<file path="src/rtl/service_data_logger_defs.svh">
// Operation
// - count converter operating hours, never clearable
// - count motor run hours, persist hourly
// - accumulate kWh from hourly mean power
// - count supply cut-ins, 0 to 9999
// - count heat-sink overtemperature events
// - count overvoltage only while alarm active
// - snapshot log holds 20, 1 newest
// - after start, snapshot every 160 ms
// - trip or stop freezes snapshot log
// - input byte: terminal 16 is MSB
// - control and status words 16-bit unsigned
// - control word changed only by serial host
// - each trip records cause code 0-99
// - fault index 1 newest, 10 oldest
// - fault entry stores run hours at trip
// - fault entry stores trip value 0-9999
// - fault history cleared only by initialisation
// - panel selector 1 plus OK clears energy
// - serial host cannot select energy clear
// - panel selector plus OK clears run hours
`ifndef SERVICE_DATA_LOGGER_DEFS_SVH
`define SERVICE_DATA_LOGGER_DEFS_SVH
// timing
`define SDL_CLK_NS 4
`define SDL_MS_NS 1000000
`define SDL_TENTH_MS 360000
`define SDL_TENTHS_PER_HOUR 9
`define SDL_SNAP_MS 160
// limits and depths
`define SDL_HOURS_MAX 1300000
`define SDL_EVT_MAX 9999
`define SDL_CODE_MAX 99
`define SDL_SNAP_DEPTH 20
`define SDL_FAULT_DEPTH 10
`define SDL_W_PER_KW 1000
// register byte offsets
`define SDL_A_OPHOURS 8'h00
`define SDL_A_RUNHOURS 8'h04
`define SDL_A_ENERGY 8'h08
`define SDL_A_CUTINS 8'h0C
`define SDL_A_OVERTEMPS 8'h10
`define SDL_A_OVERVOLTS 8'h14
`define SDL_A_CTRL 8'h18
`define SDL_A_INDEX 8'h1C
`define SDL_A_SNAPWORDS 8'h20
`define SDL_A_SNAPINPUTS 8'h24
`define SDL_A_FAULTCODE 8'h28
`define SDL_A_FAULTTIME 8'h2C
`define SDL_A_STATUS 8'h30
`define SDL_A_CLRSEL 8'h34
`endif

</file>
<file path="src/rtl/sdl_pkg.sv">
package sdl_pkg;
  // snapshot logger modes, one-hot
  typedef enum logic [2:0] {
    SNAP_IDLE = 3'b001,
    SNAP_RUN = 3'b010,
    SNAP_HOLD = 3'b100
  } snap_state_t;
  // one snapshot entry
  typedef struct packed {
    logic [7:0] loggedInputBits;
    logic [15:0] controlWord;
    logic [15:0] loggedStateWord;
  } snap_entry_t;
  // one fault history entry
  typedef struct packed {
    logic [6:0] code;
    logic [13:0] value;
    logic [20:0] runHours;
  } fault_entry_t;
endpackage

</file>
<file path="src/rtl/service_data_logger.sv">
// The address map and the AHB-Lite interface to the registers were chosen for this implementation.
`timescale 1ns/100ps
`default_nettype none
`include "service_data_logger_defs.svh"
module service_data_logger
  import sdl_pkg::*;
#(
  // cycles per 1 ms time base
  parameter int TICK_CYCLES = `SDL_MS_NS / `SDL_CLK_NS,
  // ms per tenth of an hour
  parameter int TENTH_MS = `SDL_TENTH_MS,
  // ms between snapshots
  parameter int SNAP_MS = `SDL_SNAP_MS
)
(
  // clock and reset
  input wire logic clk,
  input wire logic reset,
  // ahb-lite slave
  input wire logic hsel,
  input wire logic [31:0] haddr,
  input wire logic [1:0] htrans,
  input wire logic hwrite,
  input wire logic [2:0] hsize,
  input wire logic [31:0] hwdata,
  input wire logic hready,
  output logic [31:0] hrdata,
  output logic hreadyout,
  output logic hresp,
  // drive status
  input wire logic converterOn,
  input wire logic motorRunning,
  input wire logic supplyApplied,
  input wire logic powerFail,
  input wire logic overtempEvent,
  input wire logic overvoltEvent,
  input wire logic overvoltAlarm,
  input wire logic [15:0] outputPower,
  // snapshot sources
  input wire logic startCmd,
  input wire logic [7:0] terminalIn,
  input wire logic [15:0] stateWord,
  // trips
  input wire logic tripEvent,
  input wire logic [6:0] tripCode,
  input wire logic [15:0] tripValue,
  // operator panel
  input wire logic energyClearSelect,
  input wire logic runClearSelect,
  input wire logic panelOk,
  input wire logic manualInit,
  // outputs to the drive
  output logic [15:0] driveControlWord,
  output logic persistStrobe
);
  localparam int TW = $clog2(TICK_CYCLES);
  localparam int MW = $clog2(TENTH_MS);
  localparam int SW = $clog2(SNAP_MS + 1);
  localparam logic [20:0] HOURS_MAX = 21'(`SDL_HOURS_MAX);
  localparam logic [13:0] EVT_MAX = 14'(`SDL_EVT_MAX);
  // one kWh in watt-ms over the hour as TENTH_MS makes it, so a shortened hour still counts energy
  localparam logic [39:0] KWH = 40'(`SDL_W_PER_KW) * 40'(`SDL_TENTHS_PER_HOUR + 1) * 40'(TENTH_MS);

  // whole module state
  typedef struct packed {
    logic [TW-1:0] tick;        // 1 ms prescaler
    logic [MW-1:0] wallMs;      // wall clock within a tenth hour
    logic [3:0] wallTenth;      // tenths within the hour
    logic [MW-1:0] opMs;        // operating time within a tenth
    logic [MW-1:0] runMs;       // running time within a tenth
    logic [SW-1:0] snapMs;      // time since last snapshot
    logic [20:0] opHours;       // tenths of an hour
    logic [20:0] runHours;      // tenths of an hour
    logic [31:0] energy;        // whole kWh
    logic [39:0] hourSum;       // watt-ms in the current hour
    logic [39:0] residue;       // watt-ms not yet counted as kWh
    logic [13:0] cutIns;
    logic [13:0] overTemps;
    logic [13:0] overVolts;
    logic [15:0] ctrl;          // drive control word
    logic [4:0] snapIdx;
    logic [3:0] faultIdx;
    logic motorPrev;
    logic failPrev;
    logic persist;
    snap_state_t snap;
    logic aValid;               // data phase pending
    logic aWrite;
    logic [5:0] aAddr;
    logic [1:0] rdCnt;          // read wait counter
    logic [31:0] rdata;
  } state_t;
  localparam state_t RESET_STATE = '{snap: SNAP_IDLE, default: '0};

  state_t s_q, s_d;
  logic tickNow;         // last cycle of a 1 ms period
  logic hourEnd;         // last cycle of the wall-clock hour
  logic motorStop;       // running fell this cycle
  logic snapWr;          // push one snapshot entry
  logic energyClr;
  logic runClr;
  logic busWr;           // write data phase
  logic drain;           // one kWh ready to count
  logic [7:0] loggedInputBits;
  logic [13:0] valClamp;
  logic [6:0] codeClamp;
  logic [31:0] rdMux;
  snap_entry_t snapIn, snapOut;
  fault_entry_t faultIn, faultOut;
  logic [4:0] snapFill;
  logic [3:0] faultFill;

  // true when a data-phase word address matches a byte offset
  function automatic logic hit(input logic [5:0] a, input logic [7:0] off);
    return a == off[7:2];
  endfunction

  // saturating event counter step
  function automatic logic [13:0] bump(input logic [13:0] c, input logic ev);
    return (ev && c < EVT_MAX) ? c + 14'h0001 : c;
  endfunction

  // terminal 16 on bit 7 down to terminal 33 on bit 0
  for (genvar g = 0; g < 8; g++)
  begin : g_inputs
    assign loggedInputBits[7-g] = terminalIn[g];
  end

  // strobes
  assign tickNow = s_q.tick == TW'(TICK_CYCLES - 1);
  assign hourEnd = tickNow && s_q.wallMs == MW'(TENTH_MS - 1)
    && s_q.wallTenth == 4'(`SDL_TENTHS_PER_HOUR);
  assign motorStop = s_q.motorPrev && !motorRunning;
  assign snapWr = s_q.snap == SNAP_RUN && tickNow && s_q.snapMs == SW'(SNAP_MS - 1)
    && !tripEvent && !motorStop;
  // clears come only from the panel; the bus has no path to them
  assign energyClr = panelOk && energyClearSelect;
  assign runClr = panelOk && runClearSelect;
  assign busWr = s_q.aValid && s_q.aWrite;
  assign drain = s_q.residue >= KWH;

  // trip figures clamped into their documented ranges
  assign codeClamp = (tripCode > 7'(`SDL_CODE_MAX)) ? 7'(`SDL_CODE_MAX) : tripCode;
  assign valClamp = (tripValue > 16'(`SDL_EVT_MAX)) ? EVT_MAX : tripValue[13:0];

  // entries for the two histories
  assign snapIn = '{loggedInputBits: loggedInputBits, controlWord: s_q.ctrl,
    loggedStateWord: stateWord};
  assign faultIn = '{code: codeClamp, value: valClamp, runHours: s_q.runHours};

  // snapshot history, newest first
  log_memory #(
    .WIDTH($bits(snap_entry_t)),
    .DEPTH(`SDL_SNAP_DEPTH),
    .AW(5)
  ) snapMem (
    .clk(clk),
    .reset(reset),
    .clear(1'b0),
    .wrEn(snapWr),
    .wrData(snapIn),
    .rdIndex(s_q.snapIdx),
    .rdData(snapOut),
    .fill(snapFill)
  );

  // fault history; only the initialisation input empties it
  log_memory #(
    .WIDTH($bits(fault_entry_t)),
    .DEPTH(`SDL_FAULT_DEPTH),
    .AW(4)
  ) faultMem (
    .clk(clk),
    .reset(reset),
    .clear(manualInit),
    .wrEn(tripEvent),
    .wrData(faultIn),
    .rdIndex(s_q.faultIdx),
    .rdData(faultOut),
    .fill(faultFill)
  );

  // read data selection
  always_comb
  begin
    rdMux = '0;
    case (1'b1)
      hit(s_q.aAddr, `SDL_A_OPHOURS): rdMux = {11'h000, s_q.opHours};
      hit(s_q.aAddr, `SDL_A_RUNHOURS): rdMux = {11'h000, s_q.runHours};
      hit(s_q.aAddr, `SDL_A_ENERGY): rdMux = s_q.energy;
      hit(s_q.aAddr, `SDL_A_CUTINS): rdMux = {18'h00000, s_q.cutIns};
      hit(s_q.aAddr, `SDL_A_OVERTEMPS): rdMux = {18'h00000, s_q.overTemps};
      hit(s_q.aAddr, `SDL_A_OVERVOLTS): rdMux = {18'h00000, s_q.overVolts};
      hit(s_q.aAddr, `SDL_A_CTRL): rdMux = {16'h0000, s_q.ctrl};
      hit(s_q.aAddr, `SDL_A_INDEX): rdMux = {20'h00000, s_q.faultIdx, 3'h0, s_q.snapIdx};
      // 16-bit words, plain unsigned
      hit(s_q.aAddr, `SDL_A_SNAPWORDS):
        rdMux = {snapOut.controlWord, snapOut.loggedStateWord};
      hit(s_q.aAddr, `SDL_A_SNAPINPUTS): rdMux = {24'h000000, snapOut.loggedInputBits};
      hit(s_q.aAddr, `SDL_A_FAULTCODE):
        rdMux = {9'h000, faultOut.code, 2'h0, faultOut.value};
      hit(s_q.aAddr, `SDL_A_FAULTTIME): rdMux = {11'h000, faultOut.runHours};
      hit(s_q.aAddr, `SDL_A_STATUS):
        rdMux = {12'h000, faultFill, 3'h0, snapFill, 5'h00, s_q.snap};
      // selector reads back as no clear
      default: rdMux = '0;
    endcase
  end

  // next state
  always_comb
  begin
    s_d = s_q;
    s_d.motorPrev = motorRunning;
    s_d.failPrev = powerFail;
    // 1 ms prescaler and wall clock
    s_d.tick = tickNow ? '0 : s_q.tick + 1'b1;
    if (tickNow)
    begin
      if (s_q.wallMs == MW'(TENTH_MS - 1))
      begin
        s_d.wallMs = '0;
        s_d.wallTenth = hourEnd ? 4'h0 : s_q.wallTenth + 4'h1;
      end
      else
      begin
        s_d.wallMs = s_q.wallMs + 1'b1;
      end
    end
    // operating hours: no clear path exists
    if (tickNow && converterOn)
    begin
      if (s_q.opMs == MW'(TENTH_MS - 1))
      begin
        s_d.opMs = '0;
        if (s_q.opHours < HOURS_MAX)
        begin
          s_d.opHours = s_q.opHours + 21'h000001;
        end
      end
      else
      begin
        s_d.opMs = s_q.opMs + 1'b1;
      end
    end
    // run hours
    if (tickNow && motorRunning)
    begin
      if (s_q.runMs == MW'(TENTH_MS - 1))
      begin
        s_d.runMs = '0;
        if (s_q.runHours < HOURS_MAX)
        begin
          s_d.runHours = s_q.runHours + 21'h000001;
        end
      end
      else
      begin
        s_d.runMs = s_q.runMs + 1'b1;
      end
    end
    if (runClr)
    begin
      s_d.runHours = '0;
      s_d.runMs = '0;
    end
    // energy: watt-ms summed over the hour, then counted out one kWh a cycle;
    // the drain keeps a divider out of the path at the cost of a few cycles
    if (tickNow)
    begin
      s_d.hourSum = s_q.hourSum + {24'h000000, outputPower};
    end
    s_d.residue = drain ? s_q.residue - KWH : s_q.residue;
    if (drain)
    begin
      s_d.energy = s_q.energy + 32'h00000001;
    end
    if (hourEnd)
    begin
      s_d.residue = s_d.residue + s_d.hourSum;
      s_d.hourSum = '0;
    end
    if (energyClr)
    begin
      s_d.energy = '0;
      s_d.residue = '0;
      s_d.hourSum = '0;
    end
    // hourly and power-loss save request
    s_d.persist = hourEnd || (powerFail && !s_q.failPrev);
    // event counters
    s_d.cutIns = bump(s_q.cutIns, supplyApplied);
    s_d.overTemps = bump(s_q.overTemps, overtempEvent);
    s_d.overVolts = bump(s_q.overVolts, overvoltEvent && overvoltAlarm);
    // snapshot logger mode
    case (s_q.snap)
      SNAP_IDLE:
      begin
        if (startCmd)
        begin
          s_d.snap = SNAP_RUN;
          s_d.snapMs = '0;
        end
      end
      SNAP_RUN:
      begin
        if (tripEvent || motorStop)
        begin
          s_d.snap = SNAP_HOLD;
        end
        else if (tickNow)
        begin
          s_d.snapMs = snapWr ? '0 : s_q.snapMs + 1'b1;
        end
      end
      SNAP_HOLD:
      begin
        // a new start resumes pushing over the kept entries
        if (startCmd)
        begin
          s_d.snap = SNAP_RUN;
          s_d.snapMs = '0;
        end
      end
      default: s_d.snap = SNAP_IDLE;
    endcase
    // register writes, zero wait states
    if (busWr && hit(s_q.aAddr, `SDL_A_CTRL))
    begin
      s_d.ctrl = hwdata[15:0];
    end
    if (busWr && hit(s_q.aAddr, `SDL_A_INDEX))
    begin
      s_d.snapIdx = hwdata[4:0];
      s_d.faultIdx = hwdata[11:8];
    end
    // reads wait two cycles so the history word follows a fresh index
    if (s_q.aValid && !s_q.aWrite && s_q.rdCnt != 2'h2)
    begin
      s_d.rdCnt = s_q.rdCnt + 2'h1;
      if (s_q.rdCnt == 2'h1)
      begin
        s_d.rdata = rdMux;
      end
    end
    // address phase
    if (hready)
    begin
      s_d.aValid = hsel && htrans[1];
      s_d.aWrite = hwrite;
      s_d.aAddr = haddr[7:2];
      s_d.rdCnt = '0;
    end
  end

  // state register
  always_ff @(posedge clk)
  begin
    if (reset)
    begin
      s_q <= RESET_STATE;
    end
    else
    begin
      s_q <= s_d;
    end
  end

  // outputs
  assign hreadyout = !(s_q.aValid && !s_q.aWrite && s_q.rdCnt != 2'h2);
  assign hrdata = s_q.rdata;
  assign hresp = 1'b0;
  assign driveControlWord = s_q.ctrl;
  assign persistStrobe = s_q.persist;
endmodule // service_data_logger
`default_nettype wire

</file>
<file path="src/rtl/log_memory.sv">
`timescale 1ns/100ps
`default_nettype none
// rolling history, read by age: index 1 is the newest entry
module log_memory #(
  parameter int WIDTH = 40,
  parameter int DEPTH = 20,
  parameter int AW = 5
)
(
  // clock and reset
  input wire logic clk,
  input wire logic reset,
  // write side
  input wire logic clear,
  input wire logic wrEn,
  input wire logic [WIDTH-1:0] wrData,
  // read side
  input wire logic [AW-1:0] rdIndex,
  output logic [WIDTH-1:0] rdData,
  output logic [AW-1:0] fill
);
  typedef struct packed {
    logic [DEPTH-1:0][WIDTH-1:0] mem;
    logic [AW-1:0] ptr;
    logic [AW-1:0] fill;
    logic [WIDTH-1:0] rd;
  } mem_state_t;
  mem_state_t m_q, m_d;
  logic [AW:0] slot;
  // a ring with a moving head avoids shifting every word on each push
  always_comb
  begin
    m_d = m_q;
    slot = {1'b0, m_q.ptr} + (AW+1)'(DEPTH) - {1'b0, rdIndex};
    if (slot >= (AW+1)'(DEPTH))
    begin
      slot = slot - (AW+1)'(DEPTH);
    end
    // unwritten or out-of-range index reads as zero
    if (rdIndex == '0 || rdIndex > m_q.fill)
    begin
      m_d.rd = '0;
    end
    else
    begin
      m_d.rd = m_q.mem[slot[AW-1:0]];
    end
    // clear first, so a write in the same cycle survives it
    if (clear)
    begin
      m_d.ptr = '0;
      m_d.fill = '0;
    end
    if (wrEn)
    begin
      m_d.mem[m_d.ptr] = wrData;
      m_d.ptr = (m_d.ptr == AW'(DEPTH-1)) ? '0 : m_d.ptr + 1'b1;
      if (m_d.fill != AW'(DEPTH))
      begin
        m_d.fill = m_d.fill + 1'b1;
      end
    end
  end
  // state register
  always_ff @(posedge clk)
  begin
    if (reset)
    begin
      m_q <= '0;
    end
    else
    begin
      m_q <= m_d;
    end
  end
  assign rdData = m_q.rd;
  assign fill = m_q.fill;
endmodule // log_memory
`default_nettype wire

</file>
<file path="config.mk">
export PLATFORM = sky130hd
export DESIGN_NAME = service_data_logger
export DESIGN_NICKNAME = d
export VERILOG_FILES = /design/src/rtl/sdl_pkg.sv /design/src/rtl/service_data_logger.sv /design/src/rtl/log_memory.sv
export VERILOG_INCLUDE_DIRS = /design/src /design/src/rtl
export SDC_FILE = /design/constraint.sdc
export NUM_CORES = 2
export LEC_CHECK = 0
export ABC_AREA = 0
export BUFFER_PORTS_ARGS = -buffer_cell sky130_fd_sc_hd__buf_2
export CAP_MARGIN = 20
export CORE_MARGIN = 2
export CORE_UTILIZATION = 55
export CTS_CLUSTER_DIAMETER = 50
export DETAILED_ROUTE_END_ITERATION = 8
export HOLD_SLACK_MARGIN = 0.1
export PLACE_DENSITY = 0.8
export SLEW_MARGIN = 20
export SYNTH_ARGS = -nofsm -noshare
export SYNTH_HDL_FRONTEND = slang
export SYNTH_SLANG_ARGS = --single-unit
</file>
<file path="constraint.sdc">
create_clock -name clk -period 11.9 [get_ports clk]
set_clock_uncertainty 0.1 [all_clocks]
set_input_delay 2.38 -clock clk [delete_from_list [all_inputs] [get_ports clk]]
set_output_delay 2.38 -clock clk [all_outputs]
set_load 0.005 [all_outputs]
</file>
==> flow_summary.json <==
{
  "outcome": "finished, final reports clean",
  "path_max_fanout": 6,
  "cts_tree": "yes",
  "die_area_um2": 140300,
  "antenna_found_initial": 12,
  "ys_seq_elements": 1676,
  "cp.arrival_ns": 7.82,
  "worstMarginPinSlew_ns": 1.203,
  "clk_pin_slew_worst_paths_ns": 0.06,
  "row_count": 135,
  "yosys-top-cells-count": "nand2_1, dfxtp_1, a21oi_1",
  "fin_ws_ns": 4.719,
  "grt_pass1_wl_um": 352000,
  "die-width_um": 374.6,
  "pre_cts_slack_ns": 3.956,
  "syn-num-nets": 9358,
  "rsz0062_at_grt": "false",
  "synth_top_area_frac": 0.4443,
  "postCtsHoldBufs": 0,
  "synth-seq-area-share": 0.4443,
  "synthFlopType": "dfxtp_1",
  "netlist_instances": 9096,
  "ant_nets": 0,
  "cp_cell_sequence": "buf_2 > ha_1 > inv_1 > fa_1 > nor2b_1 > o31a_1 > o311a_1 > and2_1 > nor3_1 > nor4_1 > nand4_1 > nor2_1 > xor2_1 > ha_1 > and3_1 > and3_1 > and3_1 > a221oi_1 > nor2_2 > mux2i_1 > or4_1 > nand2_1",
  "setup_viol": 0,
  "critPathLaunchType": "input pin",
  "cts_setup_buffers": 0,
  "yosysMostFrequentCell": "nand2_1",
  "critical-path-max-stage-delay_ns": 0.91,
  "synth_cell_types": 102,
  "ys_warn_count": 0,
  "io_pins": 201,
  "cts_root_buf": "clkbuf_16",
  "vias": 66449,
  "grt_pass1_vias": 64227,
  "fin_nets": 9045,
  "async_flop_share": 0,
  "p_per_area_nw_per_um2": 152.9,
  "drc": 0,
  "htreeDepth": 4,
  "fin_crit_sh": 0.6034,
  "synth-edff-count": 0,
  "io_buffers": 153,
  "dp_hpwl_um": 136500,
  "dr.pass1.iters": 8,
  "setup_tns_ns": 0,
  "die_h_um": 374.6,
  "drt_iter0_drc": 8629,
  "insertion_delay_ns": 0.82,
  "syn-cell-area_um2": 75520,
  "ir_drop_v": 0.0001270,
  "gp_congestion": 0.9660,
  "fin_crit_ns": 7.181,
  "num-fill-cells": 11149,
  "slew_headroom": 0.1966,
  "max_cap_violations": 0,
  "holdWs_ns": 0.3465,
  "p_leak_nw": 28.05,
  "overflow": 0,
  "grt_use_total": 0.3142,
  "min_path_type": "flip-flop to flip-flop",
  "crit_type": "input pin to flip-flop",
  "start_util": 0.5561,
  "slowest_stage": "nor4_1",
  "syn2layout_area_growth_pct": 9.644,
  "yosysTopAreaCell": "dfxtp_1",
  "drv_slew": 0,
  "ys_top_cells_by_area": "dfxtp_1, nand2_1, a21oi_1",
  "drive_above_1_share": 0.1086,
  "hold_violations": 0,
  "via_per_inst": 6.204,
  "crit_top_cell": "and3_1",
  "cp-end-kind": "flip-flop",
  "clockBufferDepth": 3,
  "wl_um": 227700,
  "numCtsBuffers": 178,
  "critical_path_required_ns": 12.54,
  "fmax_mhz": 139.3,
  "grt_start_max_net_pins": 239,
  "clock_sinks": 1676,
  "avgSynthCellArea_um2": 8.303,
  "core_um2": 135800,
  "post_cts_resized": 0,
  "wl_per_cell_um": 21.26
}
[area by class of cell]
| type | count | area (µm²) | area share |
|---|---|---|---|
| antenna | 8 | 20.02 | 0.0002418 |
| clock buffer | 245 | 5089 | 0.06145 |
| clock inverter | 74 | 914.6 | 0.01105 |
| inverter | 92 | 345.3 | 0.004170 |
| multi-input combinational | 6558 | 38890 | 0.4697 |
| sequential | 1676 | 33560 | 0.4053 |
| tap | 1781 | 2228 | 0.02691 |
| timing repair buffer | 277 | 1760 | 0.02126 |
[metal layers]
metal,GRT usage,wire [µm]
met1,0.3954,86130
met2,0.5002,103000
met3,0.08112,26770
met4,0.1569,11710
met5,0,105
[stage by stage]
step                      total power [mW]  instances    util  area [µm²]
final                                12.66      10711  0.6097       82800
after global routing                 13.05      10705  0.6096       82790
after CTS                            12.67      10703  0.6095       82780
after detailed placement             7.119      10384  0.5653       76770
after global placement               7.093      10384  0.5652       76760
after floorplan                      6.839       9096       -       75520
[state kept, by name (all words and copies together), names as in the netlist]
| signal | cells |
|---|---|
| driveControlWord | 16 |
| faultIn | 21 |
| faultMem.fill | 4 |
| faultMem.m_q | 424 |
| faultMem.rdData | 42 |
| hrdata | 32 |
| persistStrobe | 1 |
| s_q | 286 |
| snapMem.fill | 5 |
| snapMem.m_q | 805 |
| snapMem.rdData | 40 |
[report_power, final]
group / internal (mW) / leakage, nW / switching, mW / total, mW
registers: 5.67 / 13.5 / 0.0708 / 5.74
logic: 0.479 / 11.6 / 0.813 / 1.29
clock network: 3.24 / 2.93 / 2.39 / 5.63
[critical path: cells and delay by family]
family	cells	cell delay, ns
buffers and inverters	2	0.14
multiplexers	1	0.16
AND/OR/NAND/NOR	12	3.24
AO/OA/AOI/OAI	3	0.82
adder cells (fa/ha/maj)	3	0.88
XOR/XNOR	1	0.20
[placed cells by master, fill, tap and decap left out, types with 57 or more instances in the layout]
cell type	instances
buf_4	119
ha_1	105
and2_1	91
a211oi_1	167
clkbuf_16	180
xnor2_1	101
o21ai_0	136
a21oi_1	1342
dfxtp_1	1674
mux2i_1	132
nor2_1	610
buf_2	152
xor2_1	148
nand2_1	2581
nor3_1	64
inv_1	91
nand3_1	78
nand4_1	57
mux4_2	291
[kinds of logic (layout without fill, tap and decap cells)]
group / Yosys count / after routing / share of synthesized area
AOI/OAI and AO/OA: 1980 / 1980 / 0.1499
xor gates and xnor gates: 256 / 256 / 0.03037
adders and majority gates: 112 / 112 / 0.01895
and+or+nand+nor: 3781 / 3781 / 0.2059
DFF: 1676 / 1676 / 0.4443
muxes: 428 / 428 / 0.1050
buffers and inverters: 862 / 688 / 0.04559
other: 1 / 9 / 0.00004965
[worst paths after layout]
path	depth (start not counted)	startpoint	endpoint	slack, ns
min	2	snapMem.m_q[566]	snapMem.m_q[566]	0.35
min reg2reg	2	snapMem.m_q[566]	snapMem.m_q[566]	0.35
max	22	outputPower[0]	s_q[154]	4.72
max reg2reg	12	s_q[53]	snapMem.rdData[37]	5.89
No activity file was read; power rests on OpenSTA's default activity.
